===== src/verilog/vbs_regs.svh =====
// register offsets, field positions and reset values of the slicer/status bank
`ifndef VBS_REGS_SVH
`define VBS_REGS_SVH
// ------------------------------------------------------------
// subaddresses
// ------------------------------------------------------------
`define VBS_A_LEGACY 8'h13
`define VBS_A_GSTART 8'h15
`define VBS_A_GSTOP 8'h16
`define VBS_A_GMSB 8'h17
`define VBS_A_STATUS 8'h1f
`define VBS_A_SLICER 8'h40
`define VBS_A_LINE_FIRST 8'h41
`define VBS_A_LINE_LAST 8'h57
`define VBS_A_FRAMING 8'h58
`define VBS_A_FSWAP 8'h5b
// ------------------------------------------------------------
// field positions
// ------------------------------------------------------------
`define VBS_B_LEGACY 4
`define VBS_B_START_MSB 0
`define VBS_B_STOP_MSB 1
`define VBS_B_CLK_LO 1
`define VBS_B_CLK_HI 2
`define VBS_B_HUNT 4
`define VBS_B_STRICT 5
`define VBS_B_HAM 6
`define VBS_B_FRATE 7
`define VBS_B_FSWAP 7
`define VBS_M_SLICER 8'hf6
// ------------------------------------------------------------
// reset values and constants
// ------------------------------------------------------------
`define VBS_R_SLICER 8'h02
`define VBS_R_LINE 8'hff
`define VBS_R_FRAMING 8'h40
`define VBS_R_FSWAP 1'b1
`define VBS_R_GATE 8'h00
`define VBS_CLK_13M5 2'b01
`define VBS_FIRST_LINE 9'h002
`define VBS_LINES 23
// arbitrary bus address, not tied to any product
`define VBS_SLAVE_ADDR 7'h25
`define VBS_FC_TT 24'h000027
`define VBS_FC_CC 24'h000001
`define VBS_FC_VPS 24'h009951
`define VBS_FC_WIDE 24'h1e3c1f
`endif


===== src/verilog/vbs_pkg.sv =====
// types shared by the slicer/status register bank
package vbs_pkg;
   typedef enum logic [3:0] {
      VBS_ST_IDLE = 4'h0,
      VBS_ST_ADDR = 4'h1,
      VBS_ST_AACK = 4'h2,
      VBS_ST_SUB = 4'h3,
      VBS_ST_SACK = 4'h4,
      VBS_ST_WR = 4'h5,
      VBS_ST_WACK = 4'h6,
      VBS_ST_RD = 4'h7,
      VBS_ST_RACK = 4'h8,
      VBS_ST_RNXT = 4'h9
   } vbs_state_e;

   typedef enum logic [3:0] {
      VBS_DT_EU_TT = 4'h0, VBS_DT_EU_CC = 4'h1,
      VBS_DT_VPS = 4'h2, VBS_DT_WIDE = 4'h3,
      VBS_DT_US_TT = 4'h4, VBS_DT_US_CC = 4'h5,
      VBS_DT_TEST = 4'h6, VBS_DT_OVS = 4'h7,
      VBS_DT_GTEXT = 4'h8, VBS_DT_EU_TC = 4'h9,
      VBS_DT_US_TC = 4'ha, VBS_DT_RSVD = 4'hb,
      VBS_DT_US_BTT = 4'hc, VBS_DT_JP_TXT = 4'hd,
      VBS_DT_JP_FS = 4'he, VBS_DT_ACTIVE = 4'hf
   } vbs_dtype_e;
endpackage


===== src/verilog/vbs_slicer_regs.sv =====
// slicer set-up and decoder status bank behind an i2c slave
`timescale 1ns/1ps
`include "vbs_regs.svh"

module vbs_slicer_regs
   import vbs_pkg::*;
#(
   parameter logic [6:0] SLAVE_ADDR = `VBS_SLAVE_ADDR,
   parameter int LINES = `VBS_LINES
) (
   input wire logic clk,
   input wire logic arst_n,
   input wire logic scl,
   input wire logic sda_in,
   output logic sda_out,
   output logic sda_oe_n,
   input wire logic capture_ready,
   input wire logic colour_match_seen,
   input wire logic copy_protect_seen,
   input wire logic slow_time_constant_on,
   input wire logic white_peak_active,
   input wire logic gain_at_min,
   input wire logic gain_at_max,
   input wire logic field_rate_flag,
   input wire logic hv_loop_unlocked,
   input wire logic hfreq_unlocked,
   input wire logic interlace_flag,
   input wire logic [8:0] line_num,
   input wire logic field_id,
   output logic slicer_clk_sel_hi,
   output logic slicer_clk_sel_lo,
   output logic amplitude_search_stop,
   output logic strict_framing,
   output logic parity_check_off,
   output logic slicer_field_rate,
   output logic [3:0] line_data_type,
   output logic [23:0] frame_code,
   output logic [1:0] frame_code_len,
   output logic hamming_check_en,
   output logic vertical_gate_out
);
   // ------------------------------------------------------------
   // reset release
   // ------------------------------------------------------------
   logic [1:0] rst_q;
   logic rst_n;

   always_ff @(posedge clk or negedge arst_n) begin
      if (!arst_n) begin
         rst_q <= 2'b00;
      end else begin
         rst_q <= {rst_q[0], 1'b1};
      end
   end
   assign rst_n = rst_q[1];

   // ------------------------------------------------------------
   // declarations
   // ------------------------------------------------------------
   vbs_state_e st;
   logic scl_q, sda_q;
   logic scl_rise, scl_fall, bus_start, bus_stop;
   logic [3:0] bit_cnt;
   logic [7:0] shreg, tx, ptr, rd_data;
   logic rd_mode;
   logic wr_stb;
   logic [7:0] wr_addr, wr_data;
   logic [7:0] status;
   logic [7:0] slicer_control;
   logic [7:0] framing_code;
   logic [7:0] gate_start_lo, gate_stop_lo;
   logic gate_start_msb, gate_stop_msb;
   logic legacy_status_select;
   logic field_swap;
   logic [7:0] line_type_reg [LINES];
   logic [7:0] ptr_off;
   logic [8:0] line_off;
   logic in_table;
   logic use_hi;
   logic [3:0] next_type;
   logic [23:0] next_code;
   logic [1:0] next_len;
   logic next_ham;
   logic [8:0] gate_start, gate_stop;

   // ------------------------------------------------------------
   // i2c slave: address, subaddress, auto-incremented data
   // ------------------------------------------------------------
   assign scl_rise = scl & ~scl_q;
   assign scl_fall = ~scl & scl_q;
   assign bus_start = scl & scl_q & sda_q & ~sda_in;
   assign bus_stop = scl & scl_q & ~sda_q & sda_in;

   always_ff @(posedge clk or negedge arst_n) begin
      if (!arst_n) begin
         scl_q <= 1'b1;
         sda_q <= 1'b1;
      end else begin
         scl_q <= scl;
         sda_q <= sda_in;
      end
   end

   // the pin only ever pulls low; a one is sent by releasing it
   always_ff @(posedge clk or negedge rst_n) begin
      if (!rst_n) begin
         sda_out <= 1'b0;
      end else begin
         sda_out <= 1'b0;
      end
   end

   always_ff @(posedge clk or negedge rst_n) begin
      if (!rst_n) begin
         st <= VBS_ST_IDLE;
         bit_cnt <= 4'h0;
         shreg <= 8'h00;
         tx <= 8'h00;
         ptr <= 8'h00;
         rd_mode <= 1'b0;
         sda_oe_n <= 1'b1;
         wr_stb <= 1'b0;
         wr_addr <= 8'h00;
         wr_data <= 8'h00;
      end else begin
         wr_stb <= 1'b0;
         if (bus_start) begin
            st <= VBS_ST_ADDR;
            bit_cnt <= 4'h0;
            sda_oe_n <= 1'b1;
         end else if (bus_stop) begin
            st <= VBS_ST_IDLE;
            sda_oe_n <= 1'b1;
         end else begin
            unique case (st)
               VBS_ST_IDLE: begin
               end
               VBS_ST_ADDR, VBS_ST_SUB, VBS_ST_WR: begin
                  if (scl_rise) begin
                     shreg <= {shreg[6:0], sda_in};
                     bit_cnt <= bit_cnt + 4'h1;
                  end else if (scl_fall && bit_cnt == 4'h8) begin
                     sda_oe_n <= 1'b0;
                     if (st == VBS_ST_ADDR) begin
                        if (shreg[7:1] == SLAVE_ADDR) begin
                           rd_mode <= shreg[0];
                           st <= VBS_ST_AACK;
                        end else begin
                           sda_oe_n <= 1'b1;
                           st <= VBS_ST_IDLE;
                        end
                     end else if (st == VBS_ST_SUB) begin
                        ptr <= shreg;
                        st <= VBS_ST_SACK;
                     end else begin
                        wr_stb <= 1'b1;
                        wr_addr <= ptr;
                        wr_data <= shreg;
                        ptr <= ptr + 8'h01;
                        st <= VBS_ST_WACK;
                     end
                  end
               end
               VBS_ST_AACK: begin
                  if (scl_fall) begin
                     bit_cnt <= 4'h0;
                     if (rd_mode) begin
                        tx <= rd_data;
                        sda_oe_n <= rd_data[7];
                        st <= VBS_ST_RD;
                     end else begin
                        sda_oe_n <= 1'b1;
                        st <= VBS_ST_SUB;
                     end
                  end
               end
               VBS_ST_SACK, VBS_ST_WACK: begin
                  if (scl_fall) begin
                     sda_oe_n <= 1'b1;
                     bit_cnt <= 4'h0;
                     st <= VBS_ST_WR;
                  end
               end
               VBS_ST_RD: begin
                  if (scl_fall) begin
                     if (bit_cnt == 4'h7) begin
                        sda_oe_n <= 1'b1;
                        ptr <= ptr + 8'h01;
                        st <= VBS_ST_RACK;
                     end else begin
                        tx <= {tx[6:0], 1'b0};
                        sda_oe_n <= tx[6];
                        bit_cnt <= bit_cnt + 4'h1;
                     end
                  end
               end
               VBS_ST_RACK: begin
                  if (scl_rise) begin
                     st <= sda_in ? VBS_ST_IDLE : VBS_ST_RNXT;
                  end
               end
               VBS_ST_RNXT: begin
                  if (scl_fall) begin
                     bit_cnt <= 4'h0;
                     tx <= rd_data;
                     sda_oe_n <= rd_data[7];
                     st <= VBS_ST_RD;
                  end
               end
               default: begin
                  st <= VBS_ST_IDLE;
               end
            endcase
         end
      end
   end

   // ------------------------------------------------------------
   // writable registers
   // ------------------------------------------------------------
   // no case for the status address, so such writes fall away
   always_ff @(posedge clk or negedge rst_n) begin
      if (!rst_n) begin
         slicer_control <= `VBS_R_SLICER;
         framing_code <= `VBS_R_FRAMING;
         gate_start_lo <= `VBS_R_GATE;
         gate_stop_lo <= `VBS_R_GATE;
         gate_start_msb <= 1'b0;
         gate_stop_msb <= 1'b0;
         legacy_status_select <= 1'b0;
         field_swap <= `VBS_R_FSWAP;
      end else if (wr_stb) begin
         case (wr_addr)
            `VBS_A_SLICER: slicer_control <= wr_data & `VBS_M_SLICER;
            `VBS_A_FRAMING: framing_code <= wr_data;
            `VBS_A_GSTART: gate_start_lo <= wr_data;
            `VBS_A_GSTOP: gate_stop_lo <= wr_data;
            `VBS_A_GMSB: begin
               gate_start_msb <= wr_data[`VBS_B_START_MSB];
               gate_stop_msb <= wr_data[`VBS_B_STOP_MSB];
            end
            `VBS_A_LEGACY: legacy_status_select <= wr_data[`VBS_B_LEGACY];
            `VBS_A_FSWAP: field_swap <= wr_data[`VBS_B_FSWAP];
            default: begin
            end
         endcase
      end
   end

   // one table entry per video line, lines 2 to 24
   for (genvar i = 0; i < LINES; i++) begin : g_line
      always_ff @(posedge clk or negedge rst_n) begin
         if (!rst_n) begin
            line_type_reg[i] <= `VBS_R_LINE;
         end else if (wr_stb && wr_addr == 8'(`VBS_A_LINE_FIRST + i)) begin
            line_type_reg[i] <= wr_data;
         end
      end
   end

   // reserved clock codes are stored as written; software must avoid them
   assign slicer_clk_sel_hi = slicer_control[`VBS_B_CLK_HI];
   assign slicer_clk_sel_lo = slicer_control[`VBS_B_CLK_LO];
   assign amplitude_search_stop = slicer_control[`VBS_B_HUNT];
   assign strict_framing = slicer_control[`VBS_B_STRICT];
   assign parity_check_off = slicer_control[`VBS_B_HAM];
   assign slicer_field_rate = slicer_control[`VBS_B_FRATE];

   // ------------------------------------------------------------
   // read data
   // ------------------------------------------------------------
   assign ptr_off = ptr - `VBS_A_LINE_FIRST;

   always_comb begin
      rd_data = 8'h00;
      if (ptr >= `VBS_A_LINE_FIRST && ptr <= `VBS_A_LINE_LAST) begin
         rd_data = line_type_reg[ptr_off[4:0]];
      end else begin
         case (ptr)
            `VBS_A_STATUS: rd_data = status;
            `VBS_A_SLICER: rd_data = slicer_control;
            `VBS_A_FRAMING: rd_data = framing_code;
            `VBS_A_GSTART: rd_data = gate_start_lo;
            `VBS_A_GSTOP: rd_data = gate_stop_lo;
            `VBS_A_GMSB: rd_data = {6'h00, gate_stop_msb, gate_start_msb};
            `VBS_A_LEGACY: rd_data = {3'h0, legacy_status_select, 4'h0};
            `VBS_A_FSWAP: rd_data = {field_swap, 7'h00};
            default: rd_data = 8'h00;
         endcase
      end
   end

   // ------------------------------------------------------------
   // status byte, refreshed every cycle from live conditions
   // ------------------------------------------------------------
   always_ff @(posedge clk or negedge rst_n) begin
      if (!rst_n) begin
         status <= 8'h00;
      end else begin
         status[0] <= legacy_status_select ? colour_match_seen : capture_ready;
         status[1] <= legacy_status_select ? slow_time_constant_on : copy_protect_seen;
         status[2] <= white_peak_active;
         status[3] <= gain_at_min;
         status[4] <= gain_at_max;
         status[5] <= field_rate_flag;
         status[6] <= legacy_status_select ? hfreq_unlocked : hv_loop_unlocked;
         status[7] <= interlace_flag;
      end
   end

   // ------------------------------------------------------------
   // per-line data type and framing selection
   // ------------------------------------------------------------
   assign line_off = line_num - `VBS_FIRST_LINE;
   assign in_table = (line_num >= `VBS_FIRST_LINE) && (line_off < 9'(LINES));
   // field_id low means field 1; the swap bit flips which nibble serves it
   assign use_hi = ~field_id ^ field_swap;

   always_comb begin
      next_type = 4'hf;
      next_code = 24'h000000;
      next_len = 2'h0;
      next_ham = 1'b0;
      if (in_table) begin
         next_type = use_hi ? line_type_reg[line_off[4:0]][7:4] : line_type_reg[line_off[4:0]][3:0];
      end
      unique case (vbs_dtype_e'(next_type))
         VBS_DT_EU_TT, VBS_DT_US_TT: begin
            next_code = `VBS_FC_TT;
            next_len = 2'h1;
            next_ham = ~parity_check_off;
         end
         VBS_DT_EU_CC, VBS_DT_US_CC: begin
            next_code = `VBS_FC_CC;
            next_len = 2'h1;
         end
         VBS_DT_VPS: begin
            next_code = `VBS_FC_VPS;
            next_len = 2'h2;
         end
         VBS_DT_WIDE: begin
            next_code = `VBS_FC_WIDE;
            next_len = 2'h3;
         end
         VBS_DT_GTEXT, VBS_DT_JP_TXT: begin
            next_code = {16'h0000, framing_code};
            next_len = 2'h1;
            next_ham = ~parity_check_off;
         end
         VBS_DT_EU_TC, VBS_DT_US_TC, VBS_DT_JP_FS: begin
            next_code = {16'h0000, framing_code};
            next_len = 2'h1;
         end
         // no framing code: test line, oversampled, reserved, broadcast text, active video
         VBS_DT_TEST, VBS_DT_OVS, VBS_DT_RSVD, VBS_DT_US_BTT, VBS_DT_ACTIVE: begin
            next_len = 2'h0;
         end
      endcase
   end

   always_ff @(posedge clk or negedge rst_n) begin
      if (!rst_n) begin
         line_data_type <= 4'hf;
         frame_code <= 24'h000000;
         frame_code_len <= 2'h0;
         hamming_check_en <= 1'b0;
      end else begin
         line_data_type <= next_type;
         frame_code <= next_code;
         frame_code_len <= next_len;
         hamming_check_en <= next_ham;
      end
   end

   // ------------------------------------------------------------
   // vertical gate
   // ------------------------------------------------------------
   assign gate_start = {gate_start_msb, gate_start_lo};
   assign gate_stop = {gate_stop_msb, gate_stop_lo};

   // start wins if both lines are programmed equal
   always_ff @(posedge clk or negedge rst_n) begin
      if (!rst_n) begin
         vertical_gate_out <= 1'b0;
      end else if (line_num == gate_start) begin
         vertical_gate_out <= 1'b1;
      end else if (line_num == gate_stop) begin
         vertical_gate_out <= 1'b0;
      end
   end

   // ------------------------------------------------------------
   // checks
   // ------------------------------------------------------------
   chk_status_bit0:
   assert property (@(posedge clk) disable iff (!rst_n)
      ##1 status[0] == $past(legacy_status_select ? colour_match_seen : capture_ready))
      else $error("status bit 0 does not follow its source");
   chk_status_bit1:
   assert property (@(posedge clk) disable iff (!rst_n)
      !legacy_status_select ##1 !legacy_status_select |-> status[1] == $past(copy_protect_seen))
      else $error("status bit 1 lost copy protect flag");
   chk_status_lock:
   assert property (@(posedge clk) disable iff (!rst_n)
      legacy_status_select && hfreq_unlocked |=> status[6] || !$past(legacy_status_select))
      else $error("status bit 6 missed h unlock");
   chk_status_misc:
   assert property (@(posedge clk) disable iff (!rst_n)
      ##1 {status[7], status[5:2]} == $past({interlace_flag, field_rate_flag,
      gain_at_max, gain_at_min, white_peak_active}))
      else $error("status bits 2 to 5 or 7 wrong");
   chk_status_write_ignored:
   assert property (@(posedge clk) disable iff (!rst_n)
      wr_stb && wr_addr == `VBS_A_STATUS |=> $stable(slicer_control) && $stable(field_swap)
      && $stable(framing_code) && $stable(legacy_status_select) && $stable(gate_start_lo))
      else $error("status write changed a register");
   chk_clk_sel_reset:
   assert property (@(posedge clk) $rose(rst_n) |-> {slicer_clk_sel_hi, slicer_clk_sel_lo} == `VBS_CLK_13M5)
      else $error("clock select not 01 after reset");
   chk_line_field1:
   assert property (@(posedge clk) disable iff (!rst_n)
      in_table && !field_id && !field_swap |=> line_data_type == $past(line_type_reg[line_off[4:0]][7:4]))
      else $error("field 1 did not use upper nibble");
   chk_line_outside:
   assert property (@(posedge clk) disable iff (!rst_n)
      !in_table |=> line_data_type == 4'hf)
      else $error("line outside table not active video");
   chk_vps_code:
   assert property (@(posedge clk) disable iff (!rst_n)
      line_data_type == 4'h2 |-> frame_code == `VBS_FC_VPS && frame_code_len == 2'h2)
      else $error("vps framing code wrong");
   chk_hamming_off:
   assert property (@(posedge clk) disable iff (!rst_n)
      parity_check_off |=> !hamming_check_en)
      else $error("hamming check while disabled");
   chk_gate_rise:
   assert property (@(posedge clk) disable iff (!rst_n)
      line_num == gate_start |=> vertical_gate_out)
      else $error("gate did not rise at start line");
endmodule

===== config.mk =====
export PLATFORM = sky130hd
export DESIGN_NAME = vbs_slicer_regs
export DESIGN_NICKNAME = d
export VERILOG_FILES = /design/src/verilog/vbs_pkg.sv /design/src/verilog/vbs_slicer_regs.sv
export VERILOG_INCLUDE_DIRS = /design/src /design/src/verilog
export SDC_FILE = /design/constraint.sdc
export NUM_CORES = 1
export LEC_CHECK = 0
export BUFFER_PORTS_ARGS = -buffer_cell sky130_fd_sc_hd__buf_2
export CELL_PAD_IN_SITES_DETAIL_PLACEMENT = 0
export CELL_PAD_IN_SITES_GLOBAL_PLACEMENT = 2
export CORE_MARGIN = 2
export CORE_UTILIZATION = 25
export CTS_BUF_LIST = sky130_fd_sc_hd__clkbuf_8 sky130_fd_sc_hd__clkbuf_16
export DETAILED_ROUTE_END_ITERATION = 10
export PLACE_DENSITY = 0.56
export SYNTH_ARGS = -nofsm -noshare
export SYNTH_HDL_FRONTEND = slang
export SYNTH_SLANG_ARGS = --single-unit

===== constraint.sdc =====
create_clock -name clk -period 10.5 [get_ports clk]
set_input_delay 1.575 -clock clk [delete_from_list [all_inputs] [get_ports clk]]
set_output_delay 1.575 -clock clk [all_outputs]
set_load 0.1 [all_outputs]

Word level (Yosys, flattened, before mapping)

Index checks and enable logic that the tools add are counted.
Widths: inputs -> output; s select.

Output and inout bits: 40
Bits in registers: 309
Logic and storage cells: 302

Muxes and demuxes: 74
Add/subtract/negate cells: 4
Order comparisons: 6
Reductions and logical operators: 57
Bitwise operators: 21
Equal/unequal tests: 90

Operator list:

| kind               | count |
|---|---|
| $eq 8x7->1 const B | 29 |
| $pmux 21 s5        | 1 |
| $mux 8             | 11 |
| $bmux 8 s5         | 2 |
| $mux 4             | 20 |
| $eq 8x5->1 const B | 9 |
| $pmux 8 s8         | 1 |
| $eq 4x4->1 const B | 11 |
| $eq 4x3->1 const B | 9 |
| $mux 7             | 5 |
| $ne 4x4->1 const B | 8 |
| $pmux 4 s7         | 1 |
| $logic_and 1x1->1  | 26 |
| $mux 1             | 25 |
| $pmux 7 s3         | 1 |
| $reduce_and 7->1   | 3 |
| $ne 2x2->1 const B | 10 |
| $eq 9x9->1         | 2 |
| $eq 4x2->1 const B | 4 |
| $pmux 8 s2         | 1 |
| $reduce_and 8->1   | 2 |
| $reduce_and 2->1   | 7 |
| $ge 6x6->1 const B | 2 |
| $ne 3x3->1 const B | 4 |
| 33 further kinds   | 58 |

Logic depth before layout (Yosys ltp)

Gate-level depths: netlist (run 1).

Depth after elaboration: 11
Depth in mapped cells: 17

Least setup slack after synthesis (run 1)

OpenSTA, ideal clock, no wires.

Path type: input -> register
Start point: in line_num[1]
End point: reg frame_code[4]
Library setup time: 0.120 ns
Data arrival time: 4.092 ns
Required time: 10.380 ns
Buffers on the path: 3
Stages: 11
Path slack: 6.287 ns
Cell sequence: buf_6 > inv_2 > ha_1 > buf_2 > buf_2 > mux4_2 > mux2i_1 > o22ai_1 > a221oi_4 > mux2_4 > a41o_1

Longest elaborated chain between the ends: 10

Ends and longest elaborated chain:

| what                                                                | RTL line               | text |
|---|---|---|
| from (decl)                                                         | vbs_slicer_regs.sv:28  | `input wire logic [8:0] line_num,` |
| $sub 9x2->9 (no line)                                               | n/a                    |  |
| $not 5->6 (implied by the code)                                     | vbs_slicer_regs.sv:325 | `next_type = use_hi ? line_type_reg[line_off[4:0]][7:4] : line_type_reg[line_off[4:0]][3:0];` |
| $bmux 8 s5                                                          | vbs_slicer_regs.sv:325 |  |
| $mux 8 (implied by the code) (2 in series)                          | vbs_slicer_regs.sv:325 |  |
| $mux 4                                                              | vbs_slicer_regs.sv:325 |  |
| $mux 4 (*)                                                          | vbs_slicer_regs.sv:324 | `if (in_table) begin` |
| $eq 4x4->1 (tied with other cells)                                  | vbs_slicer_regs.sv:327 | `unique case (vbs_dtype_e'(next_type))` |
| $reduce_or 5->1 (no line) / $reduce_or 2->1 (equally long branches) | n/a                    |  |
| $pmux 21 s5 (*)                                                     | vbs_slicer_regs.sv:327 |  |
| via next_code[4]                                                    | vbs_slicer_regs.sv:81  | `logic [23:0] next_code;` |
| to (signal assigned)                                                | vbs_slicer_regs.sv:369 | `frame_code <= next_code;` |
| to (decl)                                                           | vbs_slicer_regs.sv:37  | `output logic [23:0] frame_code,` |

The timed path passes the listed nets; every way through them passes the cells marked *. The select of a mux whose other input is x is not followed.
A chain may end at the register's enable or synchronous reset.

Worst setup path in the final report (run 1)

Same ends and word-level chain as after synthesis.

==> key figures, run 1 <==
CTS
  • Number of gates given a new drive strength after cts: 0
  • Clk Latency, worst-skew pair: about 0.57 ns
  • Clock sinks: between 200 and 300
  • CTS tree: yes
  • CTS max path bufs: 3
  • H-tree level count: 2
  • Number of buffers added to fix hold violations after cts: 0
  • Clock-pin slew on the worst setup and hold paths: approximately 0.060 ns
  • Postcts setup bufs: 0
  • Root buf cell: sky130_fd_sc_hd__clkbuf_16
  • Clock buffer count from CTS: 39

Power and ir drop
  • Total design power: 2.82 mW
  • Leak: 7.65 nW
  • Power per Cell Area: about 150 mW/mm²
  • Peak ir drop on the vdd network: 0.0977 mV

Timing
  • Final sum of negative setup slack: 0 ns
  • Skew final: 0.0403 ns
  • Least-Margin Pin Slew: 1.23 ns
  • Max Transition Viols Final: 0
  • Headroom to the max-slew limit: 0.174
  • Final worst path period share: 0.532
  • Shortest period the worst path allows: 5.58 ns
  • Final hold vios: 0
  • Maximum achievable frequency: 0.179 GHz
  • RSZ-0062 raised after global routing: false
  • Number of failing setup endpoints in the final timing report: 0

Yosys
  • Mean cell area of the mapped netlist: 12.3 µm²
  • Proportion of synthesized chip area in sequential cells: 0.470
  • Most frequently used cell type in the post-synthesis netlist: sky130_fd_sc_hd__mux2_2
  • FFs w/ async S/R, synth: 1.00
  • Total of flip-flops plus latches after synthesis: 299
  • Main synth FF type: sky130_fd_sc_hd__dfstp_2
  • Number of distinct standard cells referenced by the synthesized netlist: 83
  • Dominant cell type by area after synthesis: sky130_fd_sc_hd__dfstp_2
  • Syn Std Cell Area: ~0.016 mm²
  • Number of standard cells after synthesis: ~1300
  • Count of yosys warnings during synthesis: 0
  • Number of enable-type register cells in the synthesized netlist: 0
  • Fraction of synthesized cell area taken by the top area cell type: 0.310
  • Leading cell types by count after synthesis: sky130_fd_sc_hd__mux2_2, sky130_fd_sc_hd__dfstp_2, sky130_fd_sc_hd__nand2_1
  • Largest cells by area after synthesis: sky130_fd_sc_hd__dfstp_2, sky130_fd_sc_hd__mux2_2, sky130_fd_sc_hd__dfrtp_1

Finish
  • Final-layout fill cell count: 6750
  • Layout cells sized above 1: 0.488
  • Multi-input gate area: 0.00818 mm²
  • Register Area: 0.00773 mm²
  • Area grow syn2layout: 14.9%
  • Flip-flop count of the largest register, all copies and words added: 184
  • Diodes inserted: 0
  • Final design utilization: 0.289
  • Count of nets after finishing: 1393

Route
  • Post-DRT Antenna Nets: 0
  • Vias per cell: 4.92
  • DRT iter0 DRCs: 700
  • Routed wire per std cell: 23.1 µm
  • Detailed Route WL: 52000 µm
  • Count of unresolved DRC violations after routing: 0
  • Number of optimization iterations in the first detailed-route pass: 6
  • DR vias: 11100

Die
  • Core footprint: 0.0654 mm²
  • Starting Density: 0.251
  • I/O pin total: 65
  • Die area: 0.0678 mm²
  • Die span in x: about 260 µm
  • Die Span Y: 260 µm
  • Site row count: 94

Job
  • Number of maximum-capacitance constraint violations: 0

Run status
  • Outcome: complete, no violations

Setup path
  • Worst Setup Path Type: primary input to register
  • Critical path required time: about 11 ns
  • Setup slack on the worst flop-to-flop path: 6.50 ns
  • Data arrival time of the critical path: 6.04 ns
  • R2R depth: 9
  • CP startpoint kind: primary input
  • Endpoint class of the critical path: register
  • Max FO, Critical Path: 38

Hold path
  • Class of the tightest hold or removal check: register to asynchronous set/reset pin

Global routing
  • Pin count of the biggest net entering global routing: 86
  • First-pass GRT wire length: between 70000 and 80000 µm
  • Number of global-route vias before repair: roughly 12000
  • Initial antenna violation count: 1
  • GR Util All Layers: 0.155
  • GR Overflow Total: 0

Placed design
  • Detailed Place HPWL: approximately 35000 µm
  • Gpl congestion: 0.791
  • Count of input and output buffers: between 50 and 60
-- through the flow --
step,instances,setup WS [ns],area [µm²],hold WS (ns)
after floorplan,1342,1.95,16500,0.331
after global placement,2183,4.50,17500,0.183
after detailed placement,2183,4.35,17500,0.185
after CTS,2254,4.93,18900,0.186
after global routing,2254,4.67,18900,0.201
final,2254,4.92,18900,0.180
-- critical path: stages --
cell                      delay [ns]
sky130_fd_sc_hd__buf_2          0.57
sky130_fd_sc_hd__inv_2          0.29
sky130_fd_sc_hd__ha_1           0.36
sky130_fd_sc_hd__buf_4          0.48
sky130_fd_sc_hd__nor2b_1        0.48
sky130_fd_sc_hd__a22oi_1        0.17
sky130_fd_sc_hd__a311o_1        0.38
sky130_fd_sc_hd__a22oi_1        0.90
sky130_fd_sc_hd__a21bo_1        0.31
sky130_fd_sc_hd__mux2_4         0.26
sky130_fd_sc_hd__a41o_1         0.23
-- routing by layer --
| layer | global-route usage | routed length (µm) |
|---|---|---|
| met5 | 0 | 11 |
| met4 | 0.0394 | 1120 |
| met3 | 0.0282 | 2190 |
| met2 | 0.254 | 24500 |
| met1 | 0.212 | 24200 |
-- placed cells by master (no fill, tap or decap), types with 7 or more instances in the layout --
| cell | Yosys | layout |
|---|---|---|
| sky130_fd_sc_hd__nor2_1 | 73 | 73 |
| sky130_fd_sc_hd__xor2_1 | 7 | 7 |
| sky130_fd_sc_hd__nand3_1 | 28 | 28 |
| sky130_fd_sc_hd__a211oi_1 | 7 | 7 |
| sky130_fd_sc_hd__clkbuf_16 | 0 | 41 |
| sky130_fd_sc_hd__nand2_1 | 120 | 120 |
| sky130_fd_sc_hd__buf_2 | 18 | 57 |
| sky130_fd_sc_hd__a21oi_1 | 52 | 52 |
| sky130_fd_sc_hd__ha_1 | 8 | 7 |
| sky130_fd_sc_hd__o21ai_0 | 45 | 45 |
| sky130_fd_sc_hd__a221oi_1 | 10 | 10 |
| sky130_fd_sc_hd__nand4_1 | 8 | 8 |
| sky130_fd_sc_hd__and3_1 | 13 | 13 |
| sky130_fd_sc_hd__mux2i_1 | 39 | 39 |
| sky130_fd_sc_hd__nand2b_1 | 13 | 13 |
| sky130_fd_sc_hd__conb_1 | 2 | 8 |
| sky130_fd_sc_hd__a31oi_1 | 9 | 9 |
| sky130_fd_sc_hd__nor3_1 | 13 | 13 |
| sky130_fd_sc_hd__xnor2_1 | 20 | 19 |
| sky130_fd_sc_hd__dfstp_2 | 194 | 194 |
| sky130_fd_sc_hd__a22oi_1 | 13 | 13 |
| sky130_fd_sc_hd__nor2b_1 | 11 | 11 |
| sky130_fd_sc_hd__buf_4 | 18 | 23 |
| sky130_fd_sc_hd__o31ai_1 | 8 | 8 |
| sky130_fd_sc_hd__dfrtp_1 | 105 | 103 |
| sky130_fd_sc_hd__mux2_2 | 238 | 238 |
| sky130_fd_sc_hd__mux4_2 | 77 | 77 |
| sky130_fd_sc_hd__inv_1 | 15 | 23 |
| sky130_fd_sc_hd__clkinv_2 | 0 | 8 |
-- power by group --
group / switching (mW) / internal [mW] / total, mW
clock network: 0.538 / 0.892 / 1.43
registers: 0.0224 / 1.18 / 1.20
logic: 0.139 / 0.0560 / 0.195
-- final cells by class --
| type | instances | area share |
|---|---|---|
| clock inverters | 25 | 0.0152 |
| multi-input cells | 924 | 0.433 |
| clock buffers | 46 | 0.0580 |
| repair buffers | 80 | 0.0242 |
| flip-flops and latches | 299 | 0.409 |
| well taps | 864 | 0.0572 |
| inverters | 16 | 0.00318 |
-- final timing paths --
check / endpoint / start
max: frame_code[4] / line_num[1]
min: shreg[0] / rst_q[1]
max reg2reg: tx[5] / ptr[0]
min reg2reg: shreg[0] / rst_q[1]
max in group asynchronous: wr_data[3] / rst_q[1]
min in group clk: rst_q[1] / rst_q[0]
-- logic make-up (layout without fill, tap and decap cells) --
family	after synthesis	count (layout)	synth area share
xor gates and xnor gates	28	28	0.0154
buffers and inverters	119	167	0.0345
and+or+nand+nor	313	313	0.0901
DFF	299	299	0.470
AOI/OAI and AO/OA	210	210	0.0888
other	2	8	0.000457
adders and majority gates	8	8	0.00609
muxes	357	357	0.295
(Power assumes the default switching activity.)
==> run 2: changes to the inputs <==
==> constraint.sdc (replaced) <==
create_clock -name clk -period 5.7 [get_ports clk]
set_input_delay 0.855 -clock clk [delete_from_list [all_inputs] [get_ports clk]]
set_output_delay 0.855 -clock clk [all_outputs]
set_load 0.1 [all_outputs]
==> run 2 against run 1 <==
Wire length increased by 1.2%; sequential share of layout area increased by 0.31 points; cell count about the same; critical endpoint unchanged; sequential power increased by 84%; largest power group unchanged; power increased by 73%; global-route usage increased by 0.11 points; critical path depth unchanged; non-clock buffer count increased by 3; sequential cell count unchanged.
==> key figures, run 2 (synthesis results as in run 1) <==
CTS
  • Root buf cell: sky130_fd_sc_hd__clkbuf_16
  • CTS max path bufs: 3 (unchanged)
  • H-tree level count: 2 (unchanged)
  • Clock-pin slew on the worst setup and hold paths: 0.06 ns (about the same)
  • Postcts setup bufs: 0 (unchanged)
  • Number of gates given a new drive strength after cts: 0 (unchanged)
  • Clock buffer count from CTS: 38 (-2.6%)
  • CTS tree: yes
  • Clk Latency, worst-skew pair: 0.56 ns (about the same)
  • Clock sinks: 299 (unchanged)
  • Number of buffers added to fix hold violations after cts: 0 (unchanged)

Power and ir drop
  • Total design power: 4.90 mW (+73%)
  • Leak: 7.60 nW (-0.69%)
  • Power per Cell Area: 261 mW/mm² (+75%)
  • Peak ir drop on the vdd network: 0.171 mV (+75%)

Route
  • Detailed Route WL: 52700 µm (+1.2%)
  • DRT iter0 DRCs: 791 (+13%)
  • Routed wire per std cell: 23.4 µm (+1.3%)
  • Vias per cell: 4.98 (+1.3%)
  • Number of optimization iterations in the first detailed-route pass: 5 (-1)
  • Count of unresolved DRC violations after routing: 0 (unchanged)
  • DR vias: 11200 (+1.2%)
  • Post-DRT Antenna Nets: 0 (unchanged)

Global routing
  • GR Overflow Total: 0 (unchanged)
  • First-pass GRT wire length: 78900 µm (+0.63%)
  • GR Util All Layers: 0.156 (+0.00112)
  • Number of global-route vias before repair: 11500 (-1.3%)
  • Pin count of the biggest net entering global routing: 139 (+62%)
  • Initial antenna violation count: 0 (-1)

Finish
  • Area grow syn2layout: 14.0%
  • Leading cell type in the layout, fill and taps excluded: sky130_fd_sc_hd__mux2_2
  • Commonest cells after routing, fill and taps aside: sky130_fd_sc_hd__mux2_2, sky130_fd_sc_hd__dfstp_2, sky130_fd_sc_hd__nand2_1
  • Diodes inserted: 0 (unchanged)
  • Count of nets after finishing: 1395 (+0.14%)
  • Layout cells sized above 1: 0.485 (-0.00397)
  • Flip-flop count of the largest register, all copies and words added: 184 (unchanged)
  • Final-layout fill cell count: 6758 (+0.12%)

Setup path
  • Reg-to-reg endpoint: tx[6]
  • R2R depth: 9 (unchanged)
  • Endpoint class of the critical path: register
  • Launch instance of the worst register-to-register path: ptr[1]
  • Max FO, Critical Path: 22 (-42%)
  • Data arrival time of the critical path: 4.82 ns (-1.22 ns)
  • Worst Setup Path Type: primary input to register
  • CP startpoint kind: primary input
  • Setup slack on the worst flop-to-flop path: 1.78 ns (-4.72 ns)
  • Critical path required time: 6.14 ns (-4.81 ns)

Placed design
  • Gpl congestion: 0.802 (+1.4%)
  • Count of input and output buffers: 57 (unchanged)
  • Detailed Place HPWL: 36300 µm (+2.8%)
  • Worst slack at placement: 0.806 ns (-3.54 ns)

Timing
  • Least-Margin Pin Slew: 1.26 ns (+0.0284 ns)
  • Final hold vios: 0 (unchanged)
  • RSZ-0062 raised after global routing: false
  • Headroom to the max-slew limit: 0.155 (-0.0190)
  • Maximum achievable frequency: 0.229 GHz
  • Shortest period the worst path allows: 4.37 ns
  • Final worst-path setup slack: 1.33 ns (-3.59 ns)
  • Final worst path period share: 0.767
  • Max Transition Viols Final: 0 (unchanged)
  • Number of failing setup endpoints in the final timing report: 0 (unchanged)
  • Skew final: 0.0299 ns (-0.0104 ns)
  • Final sum of negative setup slack: 0 ns (unchanged)

Hold path
  • Class of the tightest hold or removal check: primary input to asynchronous set/reset pin

Die
  • Die area: 0.0678 mm² (unchanged)
  • Starting Density: 0.251 (unchanged)
  • Die span in x: 260 µm (unchanged)
  • Site row count: 94 (unchanged)
  • Die Span Y: 260 µm (unchanged)
  • Core footprint: 0.0654 mm² (unchanged)
  • I/O pin total: 65 (unchanged)

Run status
  • Outcome: complete, no violations

Job
  • Number of maximum-capacitance constraint violations: 0 (unchanged)
-- run 2: area by class of cell --
type	count	area, µm²	area share
Multi-Input combinational cell	924	8180	0.436
Clock inverter	20	115	0.00614
Sequential cell	299	7730	0.412
Tap cell	864	1080	0.0577
Clock buffer	47	1090	0.0579
Inverter	16	60.1	0.00320
Timing Repair Buffer	83	495	0.0264
-- run 2: how the worst max path moves through the flow --
stage	cells past startpoint	from	endpoint	slack, ns
2_1_floorplan	0	rst_q[1]	bit_cnt[0]	1.02
3_3_place_gp	11	line_num[1]	frame_code[4]	0.80
3_5_place_dp	11	line_num[1]	frame_code[4]	0.81
4_1_cts	11	line_num[1]	frame_code[4]	1.37
5_1_grt	11	line_num[1]	frame_code[4]	1.10
6_report	11	line_num[1]	frame_code[4]	1.33
-- run 2: metrics by stage --
step / utilization / instance area, µm² / std cells / hold WS, ns
final: 0.287 / 18700 / 2253 / 0.107
after detailed placement: 0.268 / 17500 / 2186 / 0.286
after global placement: 0.268 / 17500 / 2186 / 0.279
after global routing: 0.287 / 18700 / 2253 / 0.0957
after floorplan: - / 16500 / 1342 / 0.331
after CTS: 0.287 / 18700 / 2253 / 0.0768
-- run 2: worst max-delay path, stage by stage --
cell and delay, ns:
sky130_fd_sc_hd__buf_4 0.25, sky130_fd_sc_hd__inv_2 0.19, sky130_fd_sc_hd__ha_1 1.03, sky130_fd_sc_hd__buf_4 0.29, sky130_fd_sc_hd__buf_4 0.18, sky130_fd_sc_hd__mux4_2 0.29, sky130_fd_sc_hd__mux2i_1 0.16, sky130_fd_sc_hd__o22ai_1 0.24
sky130_fd_sc_hd__a221oi_4 0.69, sky130_fd_sc_hd__mux2_4 0.36, sky130_fd_sc_hd__a41o_1 0.24
-- run 2: per-layer routing --
metal | global-route usage | vias up | part of all wire
met5 | 0 | - | 0
met4 | 0.0481 | 0 | 0.027
met3 | 0.0279 | 80 | 0.044
met2 | 0.250 | 255 | 0.47
met1 | 0.215 | 5862 | 0.46
li1 | - | 5029 | -
-- run 2: where the power goes --
group | internal (mW) | switching (mW) | leakage, nW | total, mW
Sequential | 2.17 | 0.0432 | 3.43 | 2.21
Clock | 1.38 | 0.942 | 0.642 | 2.32
Combinational | 0.106 | 0.257 | 3.53 | 0.363
